`src/lsbr_regs.vh`:
```
// Constants for the lamp status, brightness and soft-start register bank
// Summary of operation
// RQ1 - Status one bit 0 shows channel one fault
// RQ2 - Status two bit 0 shows channel two fault
// RQ3 - Bit 1 latches fault entry, clears on read
// RQ4 - Bit 2 latches strike failure, clears on read
// RQ5 - Bit 3 latches after 64-cycle overvoltage, read-clears
// RQ6 - Bit 4 latches lamp-out, clears on read
// RQ7 - Bit 5 latches overcurrent, clears on read
// RQ8 - Status one bits 6/7 show supply monitors live
// RQ9 - Writes to status registers are ignored
// RQ10 - Status one cleared by supply/power events, channel-one off
// RQ11 - Status two cleared by supply/power events, channel-two off
// RQ12 - Status two bits 6/7 reserved, host ignores
// RQ13 - Bits 4:0 set lamp current, 35-100%
// RQ14 - Bit 5 disables channel one
// RQ15 - Bit 6 disables channel two
// RQ16 - Bit 7 blocks nonvolatile writes
// RQ17 - Four soft-start registers hold two duty codes
// RQ18 - Timeout select gives 32768/65536/98304 lamp cycles
// RQ19 - Duty codes give fixed duties; 7 repeats
// RQ20 - Event during clear-on-read keeps flag set
`ifndef LSBR_REGS_VH
`define LSBR_REGS_VH

// ****************************************
// Register addresses
// ****************************************
`define LSBR_ADDR_CH1_STATUS 8'hE0
`define LSBR_ADDR_CH2_STATUS 8'hE1
`define LSBR_ADDR_BRIGHTNESS 8'hE3
`define LSBR_ADDR_SS_1_4 8'hF0
`define LSBR_ADDR_SS_5_8 8'hF1
`define LSBR_ADDR_SS_9_12 8'hF2
`define LSBR_ADDR_SS_13_16 8'hF3

// ****************************************
// Reset values
// ****************************************
`define LSBR_RST_STATUS 8'h00
`define LSBR_RST_BRIGHTNESS 8'h00
`define LSBR_RST_SS_1_4 8'h21
`define LSBR_RST_SS_5_8 8'h43
`define LSBR_RST_SS_9_12 8'h65
`define LSBR_RST_SS_13_16 8'h77

// ****************************************
// Field positions
// ****************************************
`define LSBR_ST_FAULT_NOW 0
`define LSBR_ST_FAULT_SEEN 1
`define LSBR_ST_STRIKE 2
`define LSBR_ST_OVERVOLT 3
`define LSBR_ST_LAMP_OUT 4
`define LSBR_ST_OVERCUR 5
`define LSBR_ST_SUPPLY_LOW 6
`define LSBR_ST_SUPPLY_HIGH 7
`define LSBR_BR_CUR_MSB 4
`define LSBR_BR_CH1_OFF 5
`define LSBR_BR_CH2_OFF 6
`define LSBR_BR_NV_BLOCK 7
`define LSBR_SS_TMO_LO 3
`define LSBR_SS_TMO_HI 7
`define LSBR_SS_LO_MSB 2
`define LSBR_SS_HI_LSB 4
`define LSBR_SS_HI_MSB 6

// ****************************************
// Timing and code tables
// ****************************************
`define LSBR_OV_PERSIST 7'h40
`define LSBR_TMO_CODE_0 17'h08000
`define LSBR_TMO_CODE_1 17'h10000
`define LSBR_TMO_CODE_2 17'h18000
`define LSBR_DUTY_0 5'h00
`define LSBR_DUTY_1 5'h03
`define LSBR_DUTY_2 5'h06
`define LSBR_DUTY_3 5'h09
`define LSBR_DUTY_4 5'h0D
`define LSBR_DUTY_5 5'h10
`define LSBR_DUTY_6 5'h13
`define LSBR_DUTY_REPEAT 3'h7

`endif

```
`src/lsbr_chan_status.v`:
```
// One channel's fault status flags
`timescale 1ns/1ps
`include "lsbr_regs.vh"
module lsbr_chan_status #(
	parameter OV_CNT_W = 7
) (
	// Clock and reset
	input wire ref_clk_in,
	input wire srst_in,
	// Clearing
	input wire clear_in,
	input wire read_clear_in,
	// Fault detector inputs
	input wire fault_now_in,
	input wire fault_enter_in,
	input wire strike_fail_in,
	input wire overvoltage_in,
	input wire lamp_tick_in,
	input wire lamp_out_in,
	input wire overcurrent_in,
	// Flags, bit 0 live, bits 5:1 latched
	output wire [5:0] flags_out
);

reg [4:0] seen_q;
reg [4:0] seen_d;
reg [OV_CNT_W-1:0] ov_cnt_q;
reg [OV_CNT_W-1:0] ov_cnt_d;
wire ov_done;
wire [4:0] set_ev;

// ****************************************
// Overvoltage persistence counter
// ****************************************
assign ov_done = (ov_cnt_q >= `LSBR_OV_PERSIST); // RQ5

always @* begin
	ov_cnt_d = ov_cnt_q;
	if (clear_in || !overvoltage_in) begin
		ov_cnt_d = {OV_CNT_W{1'b0}};
	end else if (lamp_tick_in && !ov_done) begin
		ov_cnt_d = ov_cnt_q + 1'b1; // RQ5
	end
end

// ****************************************
// Latched flags
// ****************************************
assign set_ev = {overcurrent_in, lamp_out_in, ov_done, strike_fail_in, fault_enter_in};

always @* begin
	if (clear_in) begin
		seen_d = 5'h00;
	end else if (read_clear_in) begin
		seen_d = set_ev; // RQ3 RQ20
	end else begin
		seen_d = seen_q | set_ev; // RQ4 RQ6 RQ7
	end
end

always @(posedge ref_clk_in) begin
	if (srst_in) begin
		seen_q <= 5'h00;
		ov_cnt_q <= {OV_CNT_W{1'b0}};
	end else begin
		seen_q <= seen_d;
		ov_cnt_q <= ov_cnt_d;
	end
end

assign flags_out = {seen_q, fault_now_in}; // RQ1 RQ2

endmodule // lsbr_chan_status

```
`src/lsbr_top.v`:
```
// Lamp status, brightness and soft-start register bank
`timescale 1ns/1ps
`include "lsbr_regs.vh"
module lsbr_top (
	// Clock and reset
	input wire ref_clk_in,
	input wire srst_in,
	// Register access from the serial interface
	input wire [7:0] reg_addr_in,
	input wire [7:0] reg_wdata_in,
	input wire reg_wr_in,
	input wire reg_rd_in,
	output reg [7:0] reg_rdata_out,
	output reg reg_rvalid_out,
	// Channel one detectors
	input wire ch1_fault_now_in,
	input wire ch1_fault_enter_in,
	input wire ch1_strike_fail_in,
	input wire ch1_overvoltage_in,
	input wire ch1_lamp_out_in,
	input wire ch1_overcurrent_in,
	// Channel two detectors
	input wire ch2_fault_now_in,
	input wire ch2_fault_enter_in,
	input wire ch2_strike_fail_in,
	input wire ch2_overvoltage_in,
	input wire ch2_lamp_out_in,
	input wire ch2_overcurrent_in,
	// Lamp timing
	input wire lamp_tick_in,
	// Supply and power-down
	input wire supply_low_monitor_in,
	input wire supply_high_monitor_in,
	input wire uvlo_in,
	input wire power_down_pin_in,
	input wire power_down_bit_wr_in,
	// Brightness and channel control
	output reg [4:0] lamp_current_out,
	output reg first_channel_off_out,
	output reg second_channel_off_out,
	output reg nv_write_block_out,
	// Nonvolatile write port
	output reg nv_wr_out,
	output reg [7:0] nv_addr_out,
	output reg [7:0] nv_data_out,
	// Soft-start duty
	input wire ss_step_in,
	input wire [2:0] ss_pair_in,
	output reg [4:0] ss_duty_out,
	output reg [2:0] ss_code_out,
	// Strike and lamp-out timeout
	output reg [16:0] strike_timeout_out
);

// ****************************************
// Storage
// ****************************************
reg [7:0] bright_q;
reg [7:0] bright_d;
reg [7:0] ss_q [0:3];
reg [7:0] ss_d [0:3];
reg [1:0] supply_prev_q;
reg [7:0] rdata_d;
reg nv_wr_d;
reg [4:0] duty_d;
reg [2:0] code_d;
reg [16:0] tmo_d;
reg [2:0] sel_code;
reg [7:0] sel_reg;
reg supply_cross;
reg common_clear;
reg ss_hit;
reg [1:0] ss_idx;
integer i;
integer k;

wire [5:0] ch1_flags;
wire [5:0] ch2_flags;
wire ch1_clear;
wire ch2_clear;
wire rd_ch1;
wire rd_ch2;
wire [1:0] strike_sel;

// ****************************************
// Clear conditions
// ****************************************
// Any change of either comparator level between cycles counts as a crossing
always @* begin
	supply_cross = (supply_prev_q != {supply_high_monitor_in, supply_low_monitor_in});
	common_clear = uvlo_in || supply_cross || power_down_pin_in || power_down_bit_wr_in;
end

assign ch1_clear = common_clear || bright_q[`LSBR_BR_CH1_OFF]; // RQ10
assign ch2_clear = common_clear || bright_q[`LSBR_BR_CH2_OFF]; // RQ11
assign rd_ch1 = reg_rd_in && (reg_addr_in == `LSBR_ADDR_CH1_STATUS); // RQ3
assign rd_ch2 = reg_rd_in && (reg_addr_in == `LSBR_ADDR_CH2_STATUS); // RQ3

// ****************************************
// Channel status flags
// ****************************************
lsbr_chan_status #(
	.OV_CNT_W(7)
) u_ch1_status (
	.ref_clk_in(ref_clk_in),
	.srst_in(srst_in),
	.clear_in(ch1_clear),
	.read_clear_in(rd_ch1),
	.fault_now_in(ch1_fault_now_in),
	.fault_enter_in(ch1_fault_enter_in),
	.strike_fail_in(ch1_strike_fail_in),
	.overvoltage_in(ch1_overvoltage_in),
	.lamp_tick_in(lamp_tick_in),
	.lamp_out_in(ch1_lamp_out_in),
	.overcurrent_in(ch1_overcurrent_in),
	.flags_out(ch1_flags)
);

lsbr_chan_status #(
	.OV_CNT_W(7)
) u_ch2_status (
	.ref_clk_in(ref_clk_in),
	.srst_in(srst_in),
	.clear_in(ch2_clear),
	.read_clear_in(rd_ch2),
	.fault_now_in(ch2_fault_now_in),
	.fault_enter_in(ch2_fault_enter_in),
	.strike_fail_in(ch2_strike_fail_in),
	.overvoltage_in(ch2_overvoltage_in),
	.lamp_tick_in(lamp_tick_in),
	.lamp_out_in(ch2_lamp_out_in),
	.overcurrent_in(ch2_overcurrent_in),
	.flags_out(ch2_flags)
);

// ****************************************
// Register writes
// ****************************************
always @* begin
	bright_d = bright_q;
	for (i = 0; i < 4; i = i + 1) begin
		ss_d[i] = ss_q[i];
	end
	ss_hit = 1'b0;
	ss_idx = reg_addr_in[1:0];
	nv_wr_d = 1'b0;
	if (reg_wr_in) begin
		case (reg_addr_in)
			`LSBR_ADDR_BRIGHTNESS: begin
				bright_d = reg_wdata_in; // RQ13 RQ14 RQ15
			end
			`LSBR_ADDR_SS_1_4, `LSBR_ADDR_SS_5_8,
			`LSBR_ADDR_SS_9_12, `LSBR_ADDR_SS_13_16: begin
				ss_hit = 1'b1;
			end
			default: begin
				// Status writes and unmapped addresses change nothing
				bright_d = bright_q; // RQ9
			end
		endcase
	end
	if (ss_hit) begin
		ss_d[ss_idx] = reg_wdata_in; // RQ17
		nv_wr_d = !bright_q[`LSBR_BR_NV_BLOCK]; // RQ16
	end
end

// ****************************************
// Status bytes
// ****************************************
wire [7:0] status1_byte;
wire [7:0] status2_byte;

assign status1_byte = {supply_high_monitor_in, supply_low_monitor_in, ch1_flags}; // RQ8
// Reserved bits of the second status byte read as zero
assign status2_byte = {2'b00, ch2_flags}; // RQ12

// ****************************************
// Read data
// ****************************************
always @* begin
	rdata_d = 8'h00;
	case (reg_addr_in)
		`LSBR_ADDR_CH1_STATUS: begin
			rdata_d = status1_byte; // RQ8
		end
		`LSBR_ADDR_CH2_STATUS: begin
			rdata_d = status2_byte; // RQ12
		end
		`LSBR_ADDR_BRIGHTNESS: begin
			rdata_d = bright_q;
		end
		`LSBR_ADDR_SS_1_4, `LSBR_ADDR_SS_5_8,
		`LSBR_ADDR_SS_9_12, `LSBR_ADDR_SS_13_16: begin
			rdata_d = ss_q[reg_addr_in[1:0]];
		end
		default: begin
			rdata_d = 8'h00;
		end
	endcase
end

// ****************************************
// Soft-start duty selection
// ****************************************
always @* begin
	sel_reg = ss_q[ss_pair_in[2:1]]; // RQ17
	if (ss_pair_in[0]) begin
		sel_code = sel_reg[`LSBR_SS_HI_MSB:`LSBR_SS_HI_LSB];
	end else begin
		sel_code = sel_reg[`LSBR_SS_LO_MSB:0];
	end
	duty_d = ss_duty_out;
	code_d = ss_code_out;
	if (ss_step_in) begin
		code_d = sel_code;
		case (sel_code)
			3'h0: duty_d = `LSBR_DUTY_0; // RQ19
			3'h1: duty_d = `LSBR_DUTY_1;
			3'h2: duty_d = `LSBR_DUTY_2;
			3'h3: duty_d = `LSBR_DUTY_3;
			3'h4: duty_d = `LSBR_DUTY_4;
			3'h5: duty_d = `LSBR_DUTY_5;
			3'h6: duty_d = `LSBR_DUTY_6;
			default: duty_d = ss_duty_out; // RQ19
		endcase
	end
end

// ****************************************
// Strike timeout decode
// ****************************************
assign strike_sel = {ss_q[0][`LSBR_SS_TMO_HI], ss_q[0][`LSBR_SS_TMO_LO]};

always @* begin
	case (strike_sel)
		2'b00: tmo_d = `LSBR_TMO_CODE_0; // RQ18
		2'b01: tmo_d = `LSBR_TMO_CODE_1; // RQ18
		2'b10: tmo_d = `LSBR_TMO_CODE_2; // RQ18
		default: tmo_d = `LSBR_TMO_CODE_0;
	endcase
end

// ****************************************
// Brightness register
// ****************************************
always @(posedge ref_clk_in) begin
	if (srst_in) begin
		bright_q <= `LSBR_RST_BRIGHTNESS;
	end else begin
		bright_q <= bright_d;
	end
end

// ****************************************
// Soft-start registers
// ****************************************
always @(posedge ref_clk_in) begin
	if (srst_in) begin
		ss_q[0] <= `LSBR_RST_SS_1_4;
		ss_q[1] <= `LSBR_RST_SS_5_8;
		ss_q[2] <= `LSBR_RST_SS_9_12;
		ss_q[3] <= `LSBR_RST_SS_13_16;
	end else begin
		for (k = 0; k < 4; k = k + 1) begin
			ss_q[k] <= ss_d[k];
		end
	end
end

// ****************************************
// Supply monitor history
// ****************************************
always @(posedge ref_clk_in) begin
	if (srst_in) begin
		supply_prev_q <= 2'b00;
	end else begin
		supply_prev_q <= {supply_high_monitor_in, supply_low_monitor_in};
	end
end

// ****************************************
// Read port
// ****************************************
// Read data holds between reads so the serial engine may fetch it late
always @(posedge ref_clk_in) begin
	if (srst_in) begin
		reg_rdata_out <= `LSBR_RST_STATUS;
		reg_rvalid_out <= 1'b0;
	end else begin
		reg_rvalid_out <= reg_rd_in;
		if (reg_rd_in) begin
			reg_rdata_out <= rdata_d;
		end
	end
end

// ****************************************
// Nonvolatile write port
// ****************************************
// Address and data hold after the pulse for the memory side
always @(posedge ref_clk_in) begin
	if (srst_in) begin
		nv_wr_out <= 1'b0;
		nv_addr_out <= 8'h00;
		nv_data_out <= 8'h00;
	end else begin
		nv_wr_out <= nv_wr_d; // RQ16
		if (nv_wr_d) begin
			nv_addr_out <= reg_addr_in;
			nv_data_out <= reg_wdata_in;
		end
	end
end

// ****************************************
// Soft-start and timeout outputs
// ****************************************
always @(posedge ref_clk_in) begin
	if (srst_in) begin
		ss_duty_out <= `LSBR_DUTY_0;
		ss_code_out <= 3'h0;
		strike_timeout_out <= `LSBR_TMO_CODE_0;
	end else begin
		ss_duty_out <= duty_d;
		ss_code_out <= code_d;
		strike_timeout_out <= tmo_d;
	end
end

// ****************************************
// Brightness outputs
// ****************************************
always @(posedge ref_clk_in) begin
	if (srst_in) begin
		lamp_current_out <= 5'h00;
		first_channel_off_out <= 1'b0;
		second_channel_off_out <= 1'b0;
		nv_write_block_out <= 1'b0;
	end else begin
		lamp_current_out <= bright_q[`LSBR_BR_CUR_MSB:0]; // RQ13
		first_channel_off_out <= bright_q[`LSBR_BR_CH1_OFF]; // RQ14
		second_channel_off_out <= bright_q[`LSBR_BR_CH2_OFF]; // RQ15
		nv_write_block_out <= bright_q[`LSBR_BR_NV_BLOCK]; // RQ16
	end
end

endmodule // lsbr_top

```
`config.mk`:
```
export PLATFORM = sky130hd
export DESIGN_NAME = lsbr_top
export DESIGN_NICKNAME = d
export VERILOG_FILES = /design/src/lsbr_chan_status.v /design/src/lsbr_top.v
export VERILOG_INCLUDE_DIRS = /design/src
export SDC_FILE = /design/constraint.sdc
export NUM_CORES = 1
export LEC_CHECK = 0
export BUFFER_PORTS_ARGS = -buffer_cell sky130_fd_sc_hd__buf_2
export CAP_MARGIN = 5
export CELL_PAD_IN_SITES_DETAIL_PLACEMENT = 1
export CELL_PAD_IN_SITES_GLOBAL_PLACEMENT = 1
export CORE_ASPECT_RATIO = 0.7
export CORE_UTILIZATION = 41
export CTS_CLUSTER_SIZE = 24
export DETAILED_ROUTE_END_ITERATION = 10
export PLACE_DENSITY_LB_ADDON = 0.1
export SYNTH_ARGS = -nofsm -noshare
export SYNTH_HDL_FRONTEND = slang
export SYNTH_HIERARCHICAL = 1
export SYNTH_SLANG_ARGS = --single-unit
```
`constraint.sdc`:
```
create_clock -name ref_clk_in -period 2.25 [get_ports ref_clk_in]
set_input_delay 0.225 -clock ref_clk_in [delete_from_list [all_inputs] [get_ports ref_clk_in]]
set_output_delay 0.225 -clock ref_clk_in [all_outputs]
set_load 0.005 [all_outputs]
```
# Word level (Yosys, flattened, before mapping)
# Memories as Yosys holds them, arrays and structs flattened.
# Cells that the tools add are included.
[totals] out_inout_bits=59 mem_count=1 ff_bits=93 ramBits=32 input_bits=42 wordCells=94
[memory_table] memory="ss_q" words=4 word_bits=8 read_ports=6 rd_ports_with_merged_regs=0 write_ports=4 line_no="lsbr_top.v:60" source="reg [7:0] ss_q [0:3];"
[op_classes] bitwise=7 magnitude_cmp=4 eq_ne=16 n_addsub=2 muxes=20 reduce_logical=26
[ops] cell="8-bit == test (second input constant)" count=7
[ops] cell="8-bit 2-to-1 mux" count=5
[ops] cell="5-bit case mux with 7 select lines" count=1
[ops] cell="17-bit case mux with 2 select lines" count=1
[ops] cell="32-bit bitwise mux" count=1
[ops] cell="32-bit 2-to-1 mux" count=1
[ops] cell="8-bit case mux with 4 select lines" count=1
[ops] cell="8-bit demux with 2-bit select" count=1
[ops] cell="7-bit by 1-bit adder with 7-bit output (second input constant)" count=2
[ops] cell="7-bit >= comparator (second input constant)" count=2
[ops] cell="5-bit 2-to-1 mux" count=2
[ops] cell="5-bit OR" count=2
[ops] cell="3-bit == test (second input constant)" count=3
[ops] cell="2-bit OR reduction" count=4
[ops] cell="1-bit logical OR" count=7
[ops] cell="7-bit nonzero test" count=1
[ops] cell="3-bit by 2-bit == test with 1-bit output (second input constant)" count=2
[ops] cell="1-bit 2-to-1 mux" count=6
[ops] cell="1-bit logical AND" count=5
[ops] cell="1-bit zero test" count=5
[ops] cell="1-bit OR" count=4
[ops] cell="2-bit AND reduction" count=2
[ops] cell="4-bit OR reduction" count=1
[ops] cell="3-bit by 1-bit == test with 1-bit output (second input constant)" count=1
[ops] cell="8 further kinds" count=8

# Depth between registers and ports, before layout
[logic_depth] ltp_word=8 ltp_mapped=8 mapped_depth_nobuf=6

# Modules after synthesis
# Netlist, hierarchy kept.
[by_module_without_submodules] mod="lsbr_top" area_each_um2=3975.1 cells_each=419 seq_area_each_um2=1721.7 instances=1
[by_module_without_submodules] mod="lsbr_chan_status" area_each_um2=489.2 cells_each=55 seq_area_each_um2=240.2 instances=2

# Least setup slack after synthesis
# No wires, ideal clock.
[synth_path] path_kind="input-to-reg" start="input reg_addr_in[1]" end="register reg_rdata_out[2]" n_path_buf=2 setup_time_ns=0.132 t_arrival_ns=1.466 required_ns=2.118 stages=6 setup_slack_ns=0.652 path_cell_list="clkbuf_1 > buf_2 > mux2_2 > a221o_1 > o211ai_1 > a21oi_1"
[synth_via] elab_chain_len=3 elab_cells_between_ends=10 classes_between="eq/ne (7); mux (1); reduce/logical (1); memory (1)"
[synth_rtl] element="start, declared" line_no="lsbr_top.v:9" source="input wire [7:0] reg_addr_in,"
[synth_rtl] element="8-bit == test" line_no="lsbr_top.v:183" source="case (reg_addr_in)"
[synth_rtl] element="4-bit OR reduction" line_no="lsbr_top.v:183"
[synth_rtl] element="8-bit case mux with 4 select lines (*)" line_no="lsbr_top.v:183"
[synth_rtl] element="end signal, assigned" line_no="lsbr_top.v:288" source="reg_rdata_out <= `LSBR_RST_STATUS;"
[synth_rtl] element="end signal, assigned" line_no="lsbr_top.v:293" source="reg_rdata_out <= rdata_d;"
[synth_rtl] element="end, declared" line_no="lsbr_top.v:13" source="output reg [7:0] reg_rdata_out,"
# Every way passes the cells marked *; elsewhere a longest branch is shown, timed or not.
# A chain may end at the register's enable or synchronous reset.

# Worst setup path in the final report
[layout_path] start="register supply_prev_q[0]" end="register u_ch2_status.ov_cnt_q[0]"
[layout_via] elab_chain_len=7
[layout_rtl] element="start, declared" line_no="lsbr_top.v:62" source="reg [1:0] supply_prev_q;"
[layout_rtl] element="start signal, assigned" line_no="lsbr_top.v:278" source="supply_prev_q <= {supply_high_monitor_in, supply_low_monitor_in};"
[layout_rtl] element="2-bit inequality test" line_no="lsbr_top.v:90" source="supply_cross = (supply_prev_q != {supply_high_monitor_in, supply_low_monitor_in});"
[layout_rtl] element="1-bit logical OR (3 in a row)" line_no="lsbr_top.v:91" source="common_clear = uvlo_in || supply_cross || power_down_pin_in || power_down_bit_wr_in;"
[layout_rtl] element="1-bit logical OR" line_no="lsbr_top.v:95" source="assign ch2_clear = common_clear || bright_q[`LSBR_BR_CH2_OFF];"
[layout_rtl] element="net ch2_clear" line_no="lsbr_top.v:80" source="wire ch2_clear;"
[layout_rtl] element="1-bit logical OR" line_no="lsbr_chan_status.v:39" source="if (clear_in || !overvoltage_in) begin"
[layout_rtl] element="2-bit OR reduction (no line)"
[layout_rtl] element="end signal, assigned" line_no="lsbr_chan_status.v:64" source="ov_cnt_q <= {OV_CNT_W{1'b0}};"
[layout_rtl] element="end signal, assigned" line_no="lsbr_chan_status.v:67" source="ov_cnt_q <= ov_cnt_d;"
[layout_rtl] element="end, declared" line_no="lsbr_chan_status.v:27" source="reg [OV_CNT_W-1:0] ov_cnt_q;"
# The timed path passes the listed nets, and every way through them passes these cells.

==> key figures <==
Drt
  – First-iteration detailed-routing DRC count: 248
  – Vias post-DR: 4196
  – Count of unresolved DRC violations after routing: 0
  – Final antenna-violating net count: 0
  – WL final: 14.0 mm
  – First-pass DRT Iterations: 4
  – Routed vias/inst: 5.58
  – Average wire per standard cell: 18.7 um

STA
  – Max Slew Vio Count: 0
  – Max transition margin: 56.9%
  – Fin. Hold Viols: 0
  – Share of the clock period used by the worst path after layout: about 77%
  – Setup repair after global routing missed its margin: false
  – Peak Freq: 574 MHz
  – Largest clock skew in the final design: 0.00648 ns
  – Final sum of negative setup slack: 0 ns
  – Setup-failing EPs final: 0
  – Shortest period the worst path allows: between 1.5 and 2 ns
  – Slew at the pin closest to its max-slew limit: about 0.65 ns

Clock network
  – Deepest level of the CTS H-tree: 3
  – Num Clock Sinks: 110
  – Worst-case clock buffer depth: 2
  – Number of gates resized after CTS: 0
  – Post-CTS setup repair buffer count: 0
  – Cell at the root of the clock tree: sky130_fd_sc_hd__clkbuf_16
  – Clock buffers created by TritonCTS: 9
  – Clock network latency to the later pin of the worst-skew pair: between 0.3 and 0.4 ns
  – Clock edge transition at the registers on the reported setup and hold paths: 0.07 ns
  – TritonCTS clock tree: done
  – Quantity of hold-fixing buffers added after cts: 0

Yosys
  – Flip-flop and latch count after synthesis: 110
  – Flip-flop cell with the highest count after synthesis: sky130_fd_sc_hd__dfxtp_1
  – Count of flip-flops with a built-in enable after synthesis: 0
  – FFs w/ async S/R, synth: 0%
  – Synthesized instance count: between 500 and 600
  – Mean instance size in the synthesized netlist: 9.36 sq um
  – Total number of yosys warnings: 6
  – Post-synthesis cell area: approximately 5000 sq um
  – Post-synthesis sequential area ratio: 44.5%
  – Number of distinct library cells after synthesis: 52

Placement
  – Placed cell count: 736
  – GPL Wtd Cong: 0.824
  – HPWL reported at the end of detailed placement: 9.96 mm
  – Post-placement cell area: about 5400 sq um
  – Number of buffer cells added on primary ports: 85

Global routing
  – Leftover overflow at the end of global routing: 0
  – Total GRT Usage: about a quarter
  – Global-route wire length before repair: ~22 mm
  – Vias in the first global route: 4154
  – Antenna violations before repair: 0
  – Largest net degree at the start of global routing: 50

Final layout
  – Final net count: 635
  – Final core area utilization: 48.3%
  – Ratio of cells with drive above 1 in the final layout: about 24%
  – Post-route cell area: roughly 5700 sq um
  – Fin cells: 752
  – Combined area of the multi-input logic cells: about 2400 sq um
  – Sequential cell area: 2200 sq um
  – Synthesis-to-layout area growth: 14.3%
  – Number of fill cells: 1397
  – Antenna cell count: 0

Die
  – Row count: 33
  – Die X: 133 um
  – Overall die area: 12500 sq um
  – Core area: around 12000 sq um
  – Initial core utilization: approximately 42%
  – Chip height: 94.0 um
  – Num ports: 101

Setup path
  – Sequence of cells on the critical path: xnor2_1 -> nand3_1 -> or2_2 -> or2_1 -> or2_1 -> nor2_1
  – Category of the most critical setup path: flop to flop
  – Number of buffer and inverter instances along the worst setup path: 0
  – Data arrival time of the critical path: approximately 2.0 ns
  – Type of destination of the critical path: flop
  – Maximum fanout along the worst path: 7
  – Crit path top cell by count: sky130_fd_sc_hd__or2_1
  – Kind of cell with the highest combined delay on the critical path: simple AND/OR/NAND/NOR gates
  – Critical-path cell with the highest stage delay: sky130_fd_sc_hd__dfxtp_1
  – Crit path required time: about 2.5 ns
  – Longest individual stage delay on the worst path: 0.34 ns
  – CP Launch Type: flop

Job
  – Maximum Capacitance Violations: 0

Pwr
  – Power Density: 671 nW/um^2
  – Leakage power figure: 2.11 nW
  – Worst vdd rail ir drop: 0.332 mV

Hold path
  – Type of the most critical hold path: primary input to flop

Run status
  – Result of the run: finished clean
-- cell usage in the layout (no fill, tap or decap), drive strengths merged, types with 9 or more instances in the layout --
cell type	Yosys	final
a21oi	55	55
buf	35	94
clkbuf	23	13
conb	1	15
dfxtp	110	110
inv	12	12
mux2	9	9
mux2i	13	13
mux4	14	14
nand2b	11	11
nand3	63	63
nor2	39	39
nor2b	17	17
o21ai	50	50
-- metrics by stage --
step | hold WS, ns | setup WS, ns | total power, mW
final | 0.0880 | 0.509 | 3.80
after global routing | 0.0791 | 0.351 | 3.95
after CTS | 0.0851 | 0.505 | 3.84
after detailed placement | 0.447 | 0.365 | 2.33
after global placement | 0.441 | 0.426 | 2.33
after floorplan | 0.342 | 0.652 | 2.23
-- final timing paths --
| path | start | end | slack [ns] | cells after the start |
|---|---|---|---|---|
| worst max-delay path | supply_prev_q[0] | u_ch2_status/ov_cnt_q[0] | 0.51 | 6 |
| worst min-delay path | ch2_overcurrent_in | u_ch2_status/seen_q[4] | 0.09 | 3 |
| worst max register to register | supply_prev_q[0] | u_ch2_status/ov_cnt_q[0] | 0.51 | 6 |
| worst min register to register | ss_duty_out[4] | ss_duty_out[4] | 0.47 | 2 |
-- report_power, final --
part           leakage (nW)  total, mW  internal [mW]  switching [mW]
Combinational          1.08      0.315          0.122           0.192
Sequential            0.889       1.98           1.96          0.0106
Clock                 0.140       1.51          0.812           0.697
-- cells by family (layout without fill, tap and decap cells) --
| group | after synthesis | after routing | share of synthesized area (%) |
|---|---|---|---|
| simple gates | 167 | 167 | 18.2 |
| buf+inv | 70 | 122 | 7.88 |
| other cells | 1 | 15 | 0.0757 |
| fa+ha+maj | 3 | 3 | 0.758 |
| mux | 36 | 36 | 11.6 |
| flops | 110 | 110 | 44.5 |
| compound gates | 135 | 135 | 15.8 |
| xor+xnor | 7 | 7 | 1.24 |
-- Yosys cell counts (2+ instances only) --
master | number | area [sq um]
sky130_fd_sc_hd__or2_2 | 2 | 12.5
sky130_fd_sc_hd__and3_1 | 4 | 25.0
sky130_fd_sc_hd__inv_1 | 11 | 41.3
sky130_fd_sc_hd__buf_2 | 8 | 40.0
sky130_fd_sc_hd__dfxtp_1 | 110 | 2200
sky130_fd_sc_hd__buf_4 | 19 | 143
sky130_fd_sc_hd__nand3_1 | 63 | 315
sky130_fd_sc_hd__nand2b_1 | 11 | 68.8
sky130_fd_sc_hd__a21oi_1 | 55 | 275
sky130_fd_sc_hd__ha_1 | 3 | 37.5
sky130_fd_sc_hd__nand4_1 | 3 | 18.8
sky130_fd_sc_hd__buf_1 | 2 | 7.51
sky130_fd_sc_hd__or2_1 | 4 | 25.0
sky130_fd_sc_hd__o21ai_0 | 48 | 240
sky130_fd_sc_hd__a31oi_1 | 2 | 12.5
sky130_fd_sc_hd__a41oi_1 | 3 | 26.3
sky130_fd_sc_hd__nand4b_1 | 2 | 17.5
sky130_fd_sc_hd__mux2i_2 | 2 | 27.5
sky130_fd_sc_hd__mux4_2 | 14 | 315
sky130_fd_sc_hd__nor2_1 | 38 | 143
sky130_fd_sc_hd__a211oi_1 | 3 | 22.5
sky130_fd_sc_hd__xnor2_1 | 7 | 61.3
sky130_fd_sc_hd__o21a_1 | 2 | 15.0
sky130_fd_sc_hd__nor2b_1 | 17 | 106
sky130_fd_sc_hd__mux2_4 | 2 | 30.0
sky130_fd_sc_hd__nand3b_1 | 3 | 22.5
sky130_fd_sc_hd__buf_6 | 6 | 67.6
sky130_fd_sc_hd__a221o_1 | 8 | 80.1
sky130_fd_sc_hd__or3_1 | 7 | 43.8
sky130_fd_sc_hd__clkbuf_1 | 22 | 82.6
sky130_fd_sc_hd__o21ai_1 | 2 | 10.0
sky130_fd_sc_hd__mux2i_1 | 10 | 100
sky130_fd_sc_hd__mux2_2 | 7 | 78.8
sky130_fd_sc_hd__o211ai_1 | 8 | 60.1
sky130_fd_sc_hd__nand2_1 | 4 | 15.0
-- routing by layer --
metal  track usage [%]  wire [um]  vias up
met1              33.0       6670     2066
met2              35.5       6240      136
met5                 0          0        -
met3              5.72        964       13
li1                  -          -     1981
met4              5.87        159        0
-- worst reg2reg max path, delay by kind of cell, from the launching register on --
family / cells / cell delay (ns)
XOR/XNOR: 1 / 0.12
flip-flops: 1 / 0.34
AND/OR/NAND/NOR: 5 / 1.21
-- state kept, by name, indices dropped and copies added (netlist names), 2 cells and up --
register,flops
reg_rdata_out,8
nv_data_out,8
strike_timeout_out,2
u_ch2_status/seen_q,5
supply_prev_q,2
nv_addr_out,8
ss_code_out,3
ss_duty_out,5
bright_q,8
u_ch2_status/ov_cnt_q,7
u_ch1_status/seen_q,5
ss_q,32
u_ch1_status/ov_cnt_q,7
lamp_current_out,5
-- cell type report --
cell class,count,share of cell area [%]
Clock buffer,13,4.60
Clock inverter,3,0.332
Inverter,12,0.796
Multi-Input combinational cell,363,42.7
Sequential cell,110,38.9
Tap cell,157,3.47
Timing Repair Buffer,94,9.15
Power figures use the tool's default switching activity.
